$ cat src/sil_pkg.sv
// Shared constants and types for the SBC interrupt logic
package sil_pkg;

  // Bus geometry
  localparam int ADDR_W = 8;
  localparam int DATA_W = 32;

  // Register byte offsets
  localparam logic [7:0] OFS_STAT0 = 8'h00;
  localparam logic [7:0] OFS_STAT1 = 8'h04;
  localparam logic [7:0] OFS_STAT2 = 8'h08;
  localparam logic [7:0] OFS_MASK  = 8'h0C;
  localparam logic [7:0] OFS_CLR0  = 8'h10;
  localparam logic [7:0] OFS_INFO  = 8'h14;

  // Bus responses
  localparam logic [1:0] RESP_OKAY   = 2'h0;
  localparam logic [1:0] RESP_SLVERR = 2'h2;

  // Source layout: wake [3:0], state type [11:4], failure events [14:12]
  localparam int N_WAKE      = 4;
  localparam int N_STATE     = 8;
  localparam int N_FAIL      = 3;
  localparam int N_SRC       = 15;
  localparam int IDX_ST      = 4;
  localparam int IDX_FL      = 12;
  localparam int IDX_AUX2_UV = 9;
  localparam int IDX_AUX3_UV = 10;
  localparam int IDX_RST_EV  = 13;
  localparam int SUM_BIT     = 4;
  localparam int INFO_CFG    = 5;
  localparam logic [N_SRC-1:0] MASK_ALL = 15'h7FFF;
  localparam logic [N_SRC-1:0] UV_BITS  = 15'h0600;

  // Operating modes reported by the chip state machine
  typedef logic [2:0] sil_mode_t;
  localparam sil_mode_t MODE_INIT    = 3'h0;
  localparam sil_mode_t MODE_NORMAL  = 3'h1;
  localparam sil_mode_t MODE_STOP    = 3'h2;
  localparam sil_mode_t MODE_RESTART = 3'h3;

  // Timing
  localparam int CLK_HZ            = 20000000;
  localparam int ALERT_TIMEOUT_MS  = 6;
  localparam int ALERT_TIMEOUT_CYC = ALERT_TIMEOUT_MS * (CLK_HZ / 1000);
  localparam int MIN_PULSE_US      = 10;
  localparam int MIN_PULSE_CYC     = (MIN_PULSE_US * (CLK_HZ / 1000) + 999) / 1000;
  localparam int TMR_W             = 17;

  // Source levels from the detection circuits
  typedef struct packed {
    logic [N_FAIL-1:0]  fail;   // Serial fail, reset, watchdog setting fault
    logic [N_STATE-1:0] state;  // Prewarn, aux2 ot, can ot, can, lin, aux2 uv, aux3 uv, aux3 oc
    logic [N_WAKE-1:0]  wake;   // Can, lin, wake pin, periodic
  } sil_src_s;

  // Alert pin sequencer states
  typedef enum logic [2:0] {
    ST_IDLE = 3'b001,
    ST_LOW  = 3'b010,
    ST_GAP  = 3'b100
  } sil_alert_e;

endpackage

$ cat src/sil_flag_cell.sv
// One status flag: latched event, optionally following its condition after clear
`timescale 1ns/1ps
module sil_flag_cell
#(
  parameter bit HOLD = 1'b0  // Reflect condition after clear
)(
  input  wire logic clk,   // System clock
  input  wire logic reset, // Async reset, active high
  input  wire logic set,   // Event pulse
  input  wire logic clr,   // Read-only clear pulse
  input  wire logic cond,  // Present condition level
  output logic      flag   // Status bit
);
  always_ff @(posedge clk or posedge reset)
  begin
    if (reset)
      flag <= 1'b0;
    else if (set)
      flag <= 1'b1;
    else if (clr)
      flag <= HOLD & cond;
  end

  a_flag_set_wins : assert property (@(posedge clk) disable iff (reset)
    set |=> flag) else $error("flag event lost");
  a_flag_clear : assert property (@(posedge clk) disable iff (reset)
    (clr && !set && !(HOLD && cond)) |=> !flag) else $error("flag not cleared");
endmodule // sil_flag_cell

$ cat src/sil_interrupt_logic.sv
// SBC interrupt collection, alert pin control and register slave
//
// Implementation choices: the AXI4-Lite register port and the address map.
`timescale 1ns/1ps
// Contract
// - Enabled events drive alert line low
// - Each source has own mask bit
// - Masked source still sets status bit
// - Undervoltage alerts on begin and end
// - State flags latch, then follow condition
// - Event flags cleared by read-only access
// - Alert released by clear read or timeout
// - Wake flags in reg zero, summary flag
// - Summary clears when registers one, two empty
// - Several sources give one alert pulse
// - Alert low no longer than timeout
// - Gap between alerts at least timeout
// - Alert pulse lasts minimum width
// - Alerts only in normal or stop mode
// - Leaving restart enables all masks
// - Switch-off silent, switch-on raises alert
// - Switch-on flag holds during undervoltage
// - Reset event only in development mode
// - Alert pin selects configuration during init
// - Timeout period six milliseconds
// - Minimum pulse width ten microseconds
// - All sources enabled after reset
module sil_interrupt_logic
#(
  parameter int TIMEOUT_CYC = sil_pkg::ALERT_TIMEOUT_CYC  // Alert timeout and gap in clocks
)(
  input  wire logic                     clk,           // 20 MHz system clock
  input  wire logic                     reset,         // Async reset, active high
  input  wire logic [sil_pkg::ADDR_W-1:0] s_axi_awaddr,  // Write address
  input  wire logic                     s_axi_awvalid, // Write address valid
  output logic                          s_axi_awready, // Write address ready
  input  wire logic [sil_pkg::DATA_W-1:0] s_axi_wdata,   // Write data
  input  wire logic [3:0]               s_axi_wstrb,   // Write byte strobes
  input  wire logic                     s_axi_wvalid,  // Write data valid
  output logic                          s_axi_wready,  // Write data ready
  output logic [1:0]                    s_axi_bresp,   // Write response
  output logic                          s_axi_bvalid,  // Write response valid
  input  wire logic                     s_axi_bready,  // Write response ready
  input  wire logic [sil_pkg::ADDR_W-1:0] s_axi_araddr,  // Read address
  input  wire logic                     s_axi_arvalid, // Read address valid
  output logic                          s_axi_arready, // Read address ready
  output logic [sil_pkg::DATA_W-1:0]    s_axi_rdata,   // Read data
  output logic [1:0]                    s_axi_rresp,   // Read response
  output logic                          s_axi_rvalid,  // Read data valid
  input  wire logic                     s_axi_rready,  // Read data ready
  input  wire sil_pkg::sil_src_s        src,           // Source condition levels
  input  wire logic                     aux2_en,       // Regulator 2 switched on
  input  wire logic                     aux3_en,       // Regulator 3 switched on
  input  wire logic                     aux2_on_cmd,   // Switch-on command executed, pulse
  input  wire logic                     aux3_on_cmd,   // Switch-on command executed, pulse
  input  wire sil_pkg::sil_mode_t       sbc_mode,      // Chip operating mode
  input  wire logic                     sw_dev_mode,   // Software development mode
  input  wire logic                     reset_out_line,// Reset output released, high
  input  wire logic                     alert_in,      // Alert pin level
  output logic                          alert_out,     // Alert pin drive value
  output logic                          alert_oe,      // Alert pin pulled low when high
  output logic                          cfg_sel        // Sampled configuration select
);
  import sil_pkg::*;

  // Channel handshakes
  logic aw_fire;
  logic w_fire;
  logic ar_fire;
  assign aw_fire = s_axi_awvalid & s_axi_awready;
  assign w_fire  = s_axi_wvalid & s_axi_wready;
  assign ar_fire = s_axi_arvalid & s_axi_arready;

  logic              have_aw;
  logic              have_w;
  logic              next_have_aw;
  logic              next_have_w;
  logic              next_bvalid;
  logic              next_rvalid;
  logic              wr_go;
  logic [ADDR_W-1:0] wr_addr;
  logic [DATA_W-1:0] wr_data;
  logic [3:0]        wr_strb;

  // Address and data may arrive in either order; the write acts once both are held
  always_comb
  begin
    wr_go        = have_aw & have_w & ~s_axi_bvalid;
    next_have_aw = (have_aw | aw_fire) & ~wr_go;
    next_have_w  = (have_w | w_fire) & ~wr_go;
    next_bvalid  = wr_go | (s_axi_bvalid & ~s_axi_bready);
    next_rvalid  = ar_fire | (s_axi_rvalid & ~s_axi_rready);
  end

  // Write channel state; ready stays low while a response is owed
  always_ff @(posedge clk or posedge reset)
  begin
    if (reset)
    begin
      have_aw       <= 1'b0;
      have_w        <= 1'b0;
      s_axi_awready <= 1'b0;
      s_axi_wready  <= 1'b0;
      s_axi_bvalid  <= 1'b0;
      s_axi_bresp   <= RESP_OKAY;
    end
    else
    begin
      have_aw       <= next_have_aw;
      have_w        <= next_have_w;
      s_axi_awready <= ~next_have_aw & ~next_bvalid;
      s_axi_wready  <= ~next_have_w & ~next_bvalid;
      s_axi_bvalid  <= next_bvalid;
      if (wr_go)
        s_axi_bresp <= (wr_addr <= OFS_INFO && wr_addr[1:0] == 2'h0) ? RESP_OKAY : RESP_SLVERR;
    end
  end

  // Write payload capture
  always_ff @(posedge clk or posedge reset)
  begin
    if (reset)
    begin
      wr_addr <= '0;
      wr_data <= '0;
      wr_strb <= '0;
    end
    else
    begin
      if (aw_fire)
        wr_addr <= s_axi_awaddr;
      if (w_fire)
      begin
        wr_data <= s_axi_wdata;
        wr_strb <= s_axi_wstrb;
      end
    end
  end

  // Source edges; inputs are synchronous
  logic [N_SRC-1:0] lvl;
  logic [N_SRC-1:0] lvl_prev;
  logic [N_SRC-1:0] rise;
  logic [N_SRC-1:0] fall;
  logic [N_SRC-1:0] uv_en;
  logic [N_SRC-1:0] swon;
  logic [N_SRC-1:0] set_vec;
  logic [N_SRC-1:0] alert_ev;
  logic [N_SRC-1:0] flags;
  logic [N_SRC-1:0] mask;
  logic [N_SRC-1:0] hold_cond;
  logic             rd_clr;
  logic             mode_ok;
  logic             summary;

  assign lvl = src;

  always_ff @(posedge clk or posedge reset)
  begin
    if (reset)
      lvl_prev <= '0;
    else
      lvl_prev <= lvl;
  end

  // Undervoltage edges count only while the regulator is on, so switching off stays silent
  always_comb
  begin
    rise                   = lvl & ~lvl_prev;
    fall                   = ~lvl & lvl_prev;
    uv_en                  = ~UV_BITS;
    uv_en[IDX_AUX2_UV]     = aux2_en;
    uv_en[IDX_AUX3_UV]     = aux3_en;
    swon                   = '0;
    swon[IDX_AUX2_UV]      = aux2_on_cmd;
    swon[IDX_AUX3_UV]      = aux3_on_cmd;
    set_vec                = (rise & uv_en) | swon;
    set_vec[IDX_RST_EV]    = rise[IDX_RST_EV] & sw_dev_mode;
    alert_ev               = (set_vec | (fall & uv_en & UV_BITS)) & mask;
    hold_cond              = lvl & ~MASK_ALL;
    hold_cond[IDX_FL-1:IDX_ST] = lvl[IDX_FL-1:IDX_ST];
  end

  genvar gi;
  generate
    for (gi = 0; gi < N_SRC; gi++)
    begin : g_flag
      sil_flag_cell #(
        .HOLD (gi >= IDX_ST && gi < IDX_FL)
      ) u_flag (
        .clk   (clk),
        .reset (reset),
        .set   (set_vec[gi]),
        .clr   (rd_clr),
        .cond  (hold_cond[gi]),
        .flag  (flags[gi])
      );
    end
  endgenerate

  // summary of registers one and two
  assign summary = |flags[N_SRC-1:IDX_ST];

  // Mask register; leaving restart overrides a same-cycle write
  sil_mode_t mode_prev;
  logic      restart_exit;
  assign restart_exit = (mode_prev == MODE_RESTART) && (sbc_mode != MODE_RESTART);

  always_ff @(posedge clk or posedge reset)
  begin
    if (reset)
    begin
      mode_prev <= MODE_INIT;
      mask      <= MASK_ALL;
    end
    else
    begin
      mode_prev <= sbc_mode;
      if (restart_exit)
        mask <= MASK_ALL;
      else if (wr_go && wr_addr == OFS_MASK)
      begin
        if (wr_strb[0])
          mask[7:0] <= wr_data[7:0];
        if (wr_strb[1])
          mask[N_SRC-1:8] <= wr_data[N_SRC-1:8];
      end
    end
  end

  // Alert sequencer
  sil_alert_e st;
  sil_alert_e next_st;
  logic       pend;
  logic       rd_seen;
  logic       long_done;
  logic       short_done;
  logic       go_low;
  logic       go_gap;

  assign mode_ok = ((sbc_mode == MODE_NORMAL) || (sbc_mode == MODE_STOP)) && reset_out_line;

  always_comb
  begin
    next_st = st;
    case (st)
      ST_IDLE:
        if (pend && mode_ok)
          next_st = ST_LOW;
      // release on read after minimum, or on timeout
      ST_LOW:
        if (long_done || ((rd_seen || rd_clr) && short_done))
          next_st = ST_GAP;
      ST_GAP:
        if (long_done)
          next_st = ST_IDLE;
      default:
        next_st = ST_IDLE;
    endcase
    go_low = (st == ST_IDLE) && (next_st == ST_LOW);
    go_gap = (st == ST_LOW) && (next_st == ST_GAP);
  end

  always_ff @(posedge clk or posedge reset)
  begin
    if (reset)
      st <= ST_IDLE;
    else
      st <= next_st;
  end

  // pending events merge into one pulse; an event at pulse start is kept
  always_ff @(posedge clk or posedge reset)
  begin
    if (reset)
      pend <= 1'b0;
    else if ((|alert_ev) && mode_ok)
      pend <= 1'b1;
    else if (go_low)
      pend <= 1'b0;
  end

  // A read during the pulse is remembered until the minimum width has passed
  always_ff @(posedge clk or posedge reset)
  begin
    if (reset)
      rd_seen <= 1'b0;
    else if (go_low)
      rd_seen <= 1'b0;
    else if (rd_clr && st == ST_LOW)
      rd_seen <= 1'b1;
  end

  // timeout timer, restarted at pulse start and at release
  sil_timer #(
    .WIDTH (TMR_W),
    .COUNT (TIMEOUT_CYC - 1)
  ) u_long (
    .clk     (clk),
    .reset   (reset),
    .restart (go_low || go_gap),
    .done    (long_done)
  );

  sil_timer #(
    .WIDTH (TMR_W),
    .COUNT (MIN_PULSE_CYC - 1)
  ) u_short (
    .clk     (clk),
    .reset   (reset),
    .restart (go_low),
    .done    (short_done)
  );

  // Pin drive is open drain: only ever pulled low
  always_ff @(posedge clk or posedge reset)
  begin
    if (reset)
    begin
      alert_out <= 1'b0;
      alert_oe  <= 1'b0;
    end
    else
    begin
      alert_out <= 1'b0;
      alert_oe  <= (next_st == ST_LOW) && reset_out_line;
    end
  end

  // configuration sampled while reset output is low
  always_ff @(posedge clk or posedge reset)
  begin
    if (reset)
      cfg_sel <= 1'b0;
    else if (!reset_out_line)
      cfg_sel <= alert_in;
  end

  // Read channel; reading the clear alias is the read-only command to register zero
  logic [DATA_W-1:0] rd_word;
  logic [1:0]        rd_resp;
  assign rd_clr = ar_fire && (s_axi_araddr == OFS_CLR0);

  always_comb
  begin
    rd_word = '0;
    rd_resp = RESP_OKAY;
    case (s_axi_araddr)
      OFS_STAT0, OFS_CLR0: rd_word[SUM_BIT:0] = {summary, flags[N_WAKE-1:0]};
      OFS_STAT1:           rd_word[N_STATE-1:0] = flags[IDX_FL-1:IDX_ST];
      OFS_STAT2:           rd_word[N_FAIL-1:0] = flags[N_SRC-1:IDX_FL];
      OFS_MASK:            rd_word[N_SRC-1:0] = mask;
      OFS_INFO:            rd_word[INFO_CFG:0] = {cfg_sel, pend, st, alert_oe};
      default:             rd_resp = RESP_SLVERR;
    endcase
  end

  always_ff @(posedge clk or posedge reset)
  begin
    if (reset)
    begin
      s_axi_arready <= 1'b0;
      s_axi_rvalid  <= 1'b0;
      s_axi_rdata   <= '0;
      s_axi_rresp   <= RESP_OKAY;
    end
    else
    begin
      s_axi_arready <= ~next_rvalid;
      s_axi_rvalid  <= next_rvalid;
      if (ar_fire)
      begin
        s_axi_rdata <= rd_word;
        s_axi_rresp <= rd_resp;
      end
    end
  end

  // Helper counters of low and high time on the pin
  logic [TMR_W-1:0] low_cnt;
  logic [TMR_W-1:0] gap_cnt;
  always_ff @(posedge clk or posedge reset)
  begin
    if (reset)
    begin
      low_cnt <= '0;
      gap_cnt <= TMR_W'(TIMEOUT_CYC);
    end
    else
    begin
      low_cnt <= alert_oe ? low_cnt + 1'b1 : '0;
      if (alert_oe)
        gap_cnt <= '0;
      else if (gap_cnt != TMR_W'(TIMEOUT_CYC))
        gap_cnt <= gap_cnt + 1'b1;
    end
  end

  a_min_pulse_width : assert property (@(posedge clk) disable iff (reset)
    $fell(alert_oe) && reset_out_line |-> low_cnt >= TMR_W'(MIN_PULSE_CYC))
    else $error("alert pulse too short");
  a_timeout_bound : assert property (@(posedge clk) disable iff (reset)
    alert_oe |-> low_cnt < TMR_W'(TIMEOUT_CYC)) else $error("alert held past timeout");
  a_gap_spacing : assert property (@(posedge clk) disable iff (reset)
    $rose(alert_oe) |-> gap_cnt >= TMR_W'(TIMEOUT_CYC)) else $error("alert gap too short");
  a_event_alerts : assert property (@(posedge clk) disable iff (reset)
    (|alert_ev) && mode_ok && st == ST_IDLE && !pend |-> ##2 alert_oe)
    else $error("enabled event gave no alert");
  a_mode_gate : assert property (@(posedge clk) disable iff (reset)
    !mode_ok && !pend |=> !(st == ST_LOW && $past(st) == ST_IDLE)) else $error("alert outside mode");
  a_restart_masks : assert property (@(posedge clk) disable iff (reset)
    restart_exit |=> mask == MASK_ALL) else $error("masks not enabled after restart");
  a_summary_clear : assert property (@(posedge clk) disable iff (reset)
    rd_clr ##1 (flags[N_SRC-1:IDX_ST] == '0) |-> !summary) else $error("summary stuck");
  a_swon_flag : assert property (@(posedge clk) disable iff (reset)
    aux2_on_cmd |=> flags[IDX_AUX2_UV]) else $error("switch-on flag not set");
  a_uv_hold : assert property (@(posedge clk) disable iff (reset)
    flags[IDX_AUX2_UV] && lvl[IDX_AUX2_UV] && rd_clr |=> flags[IDX_AUX2_UV])
    else $error("undervoltage flag cleared while present");
  a_read_release : assert property (@(posedge clk) disable iff (reset)
    st == ST_LOW && rd_clr && short_done |=> ##1 !alert_oe) else $error("read did not release");
  a_cfg_sample : assert property (@(posedge clk) disable iff (reset)
    !reset_out_line |=> cfg_sel == $past(alert_in) && !alert_oe) else $error("config not sampled");

  c_read_release : cover property (@(posedge clk) disable iff (reset) go_gap && rd_seen);
  c_timeout : cover property (@(posedge clk) disable iff (reset) go_gap && !rd_seen && !rd_clr);
  c_merge : cover property (@(posedge clk) disable iff (reset) st == ST_LOW && (|alert_ev));
  c_restart : cover property (@(posedge clk) disable iff (reset) restart_exit);
endmodule // sil_interrupt_logic

$ cat src/sil_timer.sv
// Restartable saturating cycle timer
`timescale 1ns/1ps
module sil_timer
#(
  parameter int WIDTH = 17,  // Counter width
  parameter int COUNT = 100  // Cycles after restart until done
)(
  input  wire logic clk,     // System clock
  input  wire logic reset,   // Async reset, active high
  input  wire logic restart, // Start counting from zero
  output logic      done     // Count reached, stays high
);
  localparam logic [WIDTH-1:0] LAST = WIDTH'(COUNT);
  logic [WIDTH-1:0] cnt;

  // Saturates so done stays true while idle
  always_ff @(posedge clk or posedge reset)
  begin
    if (reset)
      cnt <= LAST;
    else if (restart)
      cnt <= '0;
    else if (cnt != LAST)
      cnt <= cnt + 1'b1;
  end

  assign done = (cnt == LAST);

  a_timer_done : assert property (@(posedge clk) disable iff (reset)
    restart |=> !done) else $error("timer done right after restart");
endmodule // sil_timer
$ cat config.mk
export PLATFORM = sky130hd
export DESIGN_NAME = sil_interrupt_logic
export DESIGN_NICKNAME = d
export VERILOG_FILES = /design/src/sil_pkg.sv /design/src/sil_flag_cell.sv /design/src/sil_interrupt_logic.sv /design/src/sil_timer.sv
export SDC_FILE = /design/constraint.sdc
export NUM_CORES = 1
export LEC_CHECK = 0
export BUFFER_PORTS_ARGS = -buffer_cell sky130_fd_sc_hd__buf_2
export CORE_MARGIN = 10
export CORE_UTILIZATION = 50
export DETAILED_ROUTE_END_ITERATION = 7
export PLACE_DENSITY = 0.75
export SLEW_MARGIN = 20
export SYNTH_ARGS = -nofsm -noshare
export SYNTH_HDL_FRONTEND = slang
export SYNTH_HIERARCHICAL = 1
export SYNTH_SLANG_ARGS = --single-unit
$ cat constraint.sdc
create_clock -name clk -period 2.7 [get_ports clk]
set_input_delay 0.54 -clock clk [delete_from_list [all_inputs] [get_ports clk]]
set_output_delay 0.54 -clock clk [all_outputs]
set_load 0.02 [all_outputs]
# ---- Word level (Yosys, flattened, before mapping)
# Cells that the tools add are included.
dict set report totals {
  regBits 140
  latchBits 0
  mem_bits_rw 0
  romBits 0
  inputBits 84
  output_inout_bits 44
  word_cells 187
  mem_count 0
}
dict set report op_classes {
  addsub 2
  n_mul 0
  n_div 0
  n_lt_le_gt_ge 1
  n_eq_ne 19
  shift 0
  n_mux 47
  bitwise_logic 33
  n_reduce_logical 46
}
# operator count
set ops {}
lappend ops {{2-to-1 mux 17 bit} 4}
lappend ops {{bitwise AND 15 bit} 3}
lappend ops {{nonzero test 2 bit} 22}
lappend ops {{adder 17 x 1 -> 17 bit, second input constant} 2}
lappend ops {{2-to-1 mux 15 bit} 2}
lappend ops {{OR 15 x 11 -> 15 bit} 2}
lappend ops {{2-to-1 mux 1 bit} 28}
lappend ops {{equality test 8 x 4 -> 1 bit, second input constant} 3}
lappend ops {{bitwise AND 11 bit} 2}
lappend ops {{equality test 17 bit, second input constant} 1}
lappend ops {{equality test 17 x 8 -> 1 bit, second input constant} 1}
lappend ops {{!= test 17 bit, second input constant} 1}
lappend ops {{!= test 17 x 8 -> 1 bit, second input constant} 1}
lappend ops {{equality test 8 x 5 -> 1 bit, second input constant} 2}
lappend ops {{inverter 15 bit} 1}
lappend ops {{one-hot mux 3 bit (5 select lines)} 1}
lappend ops {{OR reduction 15 bit} 1}
lappend ops {{2-to-1 mux 7 bit} 2}
lappend ops {{bitwise AND 1 bit} 12}
lappend ops {{equality test 3 x 2 -> 1 bit, second input constant} 4}
lappend ops {{logical AND 1 bit} 12}
lappend ops {{inverter 11 bit} 1}
lappend ops {{OR reduction 11 bit} 1}
lappend ops {{2-to-1 mux 3 bit} 3}
lappend ops {{other kinds (19)} 36}

# ---- Longest topological paths before layout
dict set report depth {
  depth_word 11
  ltp_mapped 11
  mapped_depth_nobuf 9
}

# ---- Modules after synthesis
# The synthesis kept the hierarchy.
# mod instances cells_each area_each_um2
set by_module_without_submodules {}
lappend by_module_without_submodules {sil_interrupt_logic 1 370 4065.1}
lappend by_module_without_submodules {{sil_timer at u_long} 1 98 933.4}
lappend by_module_without_submodules {{sil_timer at u_short} 1 90 893.4}
lappend by_module_without_submodules {{sil_flag_cell at g_flag[10].u_flag ...} 8 4 43.8}
lappend by_module_without_submodules {{sil_flag_cell at g_flag[0].u_flag ...} 7 4 40.0}

# ---- Worst setup path after synthesis
# OpenSTA, ideal clock, no wires.
dict set report synth_timing {
  path_type {input -> register}
  startpoint {in s_axi_araddr[3] (netlist bit)}
  endpoint {reg u_long.cnt[11]}
  setup_time_ns 0.132
  arrival_time_ns 2.803
  required_ns 2.568
  slack_ns -0.235
  cell_stages 9
  n_path_buf 3
  cell_sequence {buf_6 > nor4_1 > and4_1 > o21a_1 > o21ai_0 > nand2_1 > clkbuf_1 > buf_1 > nor2_1}
}
dict set report synth_between {
  elab_chain_cells 11
  elab_cells_between_ends 14
}
# element line_no
set synth_lines {}
lappend synth_lines {{start: declaration} sil_interrupt_logic.sv:44} ;# input wire logic [sil_pkg::ADDR_W-1:0] s_axi_araddr,
lappend synth_lines {{equality test 8 x 5 -> 1 bit (*)} sil_interrupt_logic.sv:342} ;# assign rd_clr = ar_fire && (s_axi_araddr == OFS_CLR0);
lappend synth_lines {{logical AND 1 bit (*)} sil_interrupt_logic.sv:342}
lappend synth_lines {{via rd_clr} sil_interrupt_logic.sv:152} ;# logic rd_clr;
lappend synth_lines {{logical OR 1 bit (*)} sil_interrupt_logic.sv:252} ;# if (long_done || ((rd_seen || rd_clr) && short_done))
lappend synth_lines {{logical AND 1 bit (*)} sil_interrupt_logic.sv:252}
lappend synth_lines {{logical OR 1 bit (*)} sil_interrupt_logic.sv:252}
lappend synth_lines {{2-to-1 mux 3 bit (*)} sil_interrupt_logic.sv:252}
lappend synth_lines {{one-hot mux 3 bit (3 select lines) (*)} sil_interrupt_logic.sv:246} ;# case (st)
lappend synth_lines {{equality test 3 x 2 -> 1 bit / equality test 3 bit (equally long branches)} {sil_interrupt_logic.sv:260, sil_interrupt_logic.sv:261}}
lappend synth_lines {{logical AND 1 bit, on equally long branches} {sil_interrupt_logic.sv:260, sil_interrupt_logic.sv:261}}
lappend synth_lines {{logical OR 1 bit (*)} sil_interrupt_logic.sv:301} ;# .restart (go_low || go_gap),
lappend synth_lines {{2-to-1 mux 17 bit / nonzero test 2 bit (equally long branches)} n/a}
lappend synth_lines {{end signal: assignment} sil_timer.sv:24} ;# cnt <= cnt + 1'b1;
lappend synth_lines {{end: declaration} sil_timer.sv:14} ;# logic [WIDTH-1:0] cnt;
# Mark *: on every way through the listed nets, which the timed path passes. The rest lies on a longest branch.
# A chain may end at the register's enable or synchronous reset.

# ---- Worst setup path in the final report
dict set report layout_timing {
  startpoint {reg u_long.cnt[0]}
  endpoint {reg u_long.cnt[8]}
}
dict set report layout_between {
  elab_chain_cells 8
  elab_cells_between_ends 15
}
# element line_no
set layout_lines {}
lappend layout_lines {{equality test 17 bit (*)} sil_timer.sv:27} ;# assign done = (cnt == LAST);
lappend layout_lines {{via long_done} sil_interrupt_logic.sv:236} ;# logic long_done;
lappend layout_lines {{logical OR 1 bit} sil_interrupt_logic.sv:252}
lappend layout_lines {{2-to-1 mux 3 bit} sil_interrupt_logic.sv:252}
lappend layout_lines {{one-hot mux 3 bit (3 select lines) (*)} sil_interrupt_logic.sv:246}
lappend layout_lines {{equality test 3 x 2 -> 1 bit / equality test 3 bit (equally long branches)} {sil_interrupt_logic.sv:260, sil_interrupt_logic.sv:261}}
lappend layout_lines {{logical AND 1 bit, on equally long branches} {sil_interrupt_logic.sv:260, sil_interrupt_logic.sv:261}}
lappend layout_lines {{logical OR 1 bit (*)} sil_interrupt_logic.sv:301}
lappend layout_lines {{2-to-1 mux 17 bit / nonzero test 2 bit (equally long branches)} n/a}
# Mark *: on every way through the listed nets, which the timed path passes. The rest lies on a longest branch. The select of a mux whose other input is x is not followed.

==> flow_summary.ini <==
[synth]
synth_xor_area_share_pct = 3.088
yosysMostFrequentCell = dfrtp_1
synth_adder_area_share_pct = 0.3837
synth_top_area_cell = dfrtp_1
synth.distinct_cells = 66
avgSynthCellArea_um2 = 10.55
synth_top_area_share_pct = 40.28
synth_ff_type = dfrtp_1
async_flop_share_pct = 100.0
synthCells = 618
synth_top_family_by_area = simple AND/OR/NAND/NOR gates
syn_area_um2 = 6523
synth_edf_count = 0
synth_commonest_cells = dfrtp_1 (105), nor2_1 (53), nand2_1 (45)
ys_ff_latch = 138
ys_seq_area_share_pct = 53.58
synthTopCellsByArea = dfrtp_1 (40%), dfstp_2 (13%), mux2_2 (4.7%), nor2_1 (3.1%), nand2_1 (2.6%)
synth_compound_area_share_pct = 10.49
yosys_warnings = 6
synth.area.mux_share_pct = 6.196
yosys.area_share.simple_pct = 19.84

[timing]
fin_setup_tns_ns = 0
slew_headroom_pct = 44.21
fmax_mhz = 432.9
slew_viol_final = 0
period_share_pct = 85.56
rsz0062_at_grt = no
worstMarginPinSlew_ns = 0.8368
hold_viol = 0
clock_skew_ns = 0.006927
setup_violations = 0
finalCriticalPeriod_ns = 2.310

[worst_setup_path]
critPathKind = reg -> reg
critPathMaxFanout = 12
reg2reg_slack_ns = 0.39
start_kind = flop
arrival_ns = 2.62
worstPathRequired_ns = 3.01
cp_slowest_cell = dfstp_2
slowest_delay_ns = 0.57
end_kind = flop
r2r_start = u_long/cnt[0]$_DFFE_PP1P_
critPathTopFamily = simple AND/OR/NAND/NOR gates
critPathBufInv = 1
reg2reg_to = u_long/cnt[8]$_DFFE_PP0P_
reg2reg_depth = 7
worstPathCellList = ha_1 > or4bb_1 > nor4_4 > o21ai_0 > nand2_1 > buf_4 > nor2_1

[cts]
cts_tree = yes
cts_buffer_depth = 2
ctsResizeCount = 0
clock_latency_ns = 0.42
clockRootBuffer = clkbuf_16
cts-buffers-inserted = 17
clk_pin_slew_ns = 0.06
htree_num_levels = 4
cts_post_setup_buffers_inserted = 0
cts_sinks = 138
holdBufCountCts = 0

[floorplanning]
die_h_um = 134.2
die_x_um = 134.2
pin_count = 128
coreArea_um2 = 12720
start_util_pct = 51.27
row_count = 41
dieArea_um2 = 18010

[global_routing]
antenna_found_initial = 3
grt_max_degree = 49
grt_pass1_wl_mm = 24.90
grt_pass1_vias = 4896
grt.overflow.total = 0
grt_use_total_pct = 17.22

[job]
drv_cap = 0

[final_layout]
layout-drive-gt1-share_pct = 28.81
final_cell_area_um2 = 7680
nNetsFinal = 802
syn_to_final_growth_pct = 17.74
final_util_pct = 60.37

[routing]
viasPerCell = 5.441
firstDrtPassIters = 5
avgRoutedWirePerCell_um = 16.87
drt_iter0_drc = 435
vias = 4913
ant_nets = 0
routed_wl_mm = 15.24
route.detailed.drc = 0

[placed_design]
port_buffers = 88
routabilityCongestion = 0.8826
dp_hpwl_mm = 11.18
dpl_cell_area_um2 = 7079

[pwr]
p_per_area_nw_per_um2 = 782.3
p_leak_nw = 3.356
finalPower_mw = 6.008
vdd_drop_max_mv = 0.5578

[outcome]
outcome = complete, no violations

[hold_path]
min_path_type = in -> async
where the power goes:
group	leakage (nW)	internal (mW)	switching, mW
registers	1.61	2.46	0.328
logic	1.46	0.435	0.487
clock network	0.285	1.42	0.876
total	3.36	4.32	1.69
placed cells by master (no fill, tap or decap), types with 18 or more instances in the layout:
| master | count |
|---|---|
| mux2_2 | 27 |
| inv_1 | 36 |
| dfrtp_1 | 105 |
| dfstp_2 | 33 |
| buf_2 | 88 |
| nand2_1 | 45 |
| nor2b_1 | 20 |
| nand3_1 | 18 |
| conb_1 | 20 |
| nor2_1 | 53 |
| a21oi_1 | 30 |
| o21ai_0 | 29 |
final cells by class:
class / count / area, um2
Inverter: 37 / 142.6
Antenna cell: 2 / 5.005
Clock inverter: 8 / 83.83
Sequential cell: 138 / 3495
Multi-Input combinational cell: 423 / 2691
Tap cell: 172 / 215.2
Timing Repair Buffer: 99 / 535.5
Clock buffer: 24 / 511.7
Fill cell: 1070 / 5042
metal layers:
metal | routed length (um) | up-vias | GRT usage [%]
li1 | - | 2323 | -
met1 | 6520 | 2382 | 21.47
met2 | 7133 | 179 | 26.11
met3 | 1332 | 27 | 6.833
met4 | 238 | 2 | 6.892
met5 | 11 | - | 0
how the worst max path moves through the flow:
stage	from	end	cells after the start	slack [ns]
3_3_place_gp	u_long/cnt[0]$_DFFE_PP1P_	u_long/cnt[8]$_DFFE_PP0P_	7	0.43
6_report	u_long/cnt[0]$_DFFE_PP1P_	u_long/cnt[8]$_DFFE_PP0P_	7	0.39
2_1_floorplan	u_long/cnt[0]$_DFFE_PP1P_	u_long/cnt[11]$_DFFE_PP0P_	8	0.03
4_1_cts	u_long/cnt[0]$_DFFE_PP1P_	u_long/cnt[8]$_DFFE_PP0P_	7	0.37
3_5_place_dp	s_axi_araddr[5]	u_long/cnt[8]$_DFFE_PP0P_	8	0.37
5_1_grt	u_short/cnt[0]$_DFFE_PP1P_	u_long/cnt[8]$_DFFE_PP0P_	8	0.17
cell families (layout without fill, tap and decap cells):
group           Yosys count  count (layout)
flops                   138             138
mux                      37              37
fa+ha+maj                 2               2
compound gates          113             113
simple gates            228             228
other cells               1              22
buf+inv                  76             168
xor+xnor                 23              23
per-stage QoR:
stage	instances	hold slack [ns]	worst slack [ns]
6_report	903	0.1289	0.3899
5_1_grt	902	0.1193	0.1704
4_1_cts	901	0.1165	0.3707
3_5_place_dp	869	0.4568	0.3681
3_3_place_gp	869	0.4498	0.4320
2_1_floorplan	637	0.2687	0.03317
flip-flops by register name (all words and copies together) (netlist names), 2 cells and up:
signal and flops:
mode_prev 3, mask 15, st 3, lvl_prev 15, wr_data 15, wr_addr 8
g_flag.u_flag/flag 15, u_short/cnt 17, u_long/cnt 17, wr_strb 2, s_axi_rdata 15
No activity file was read; power rests on OpenSTA's default activity.
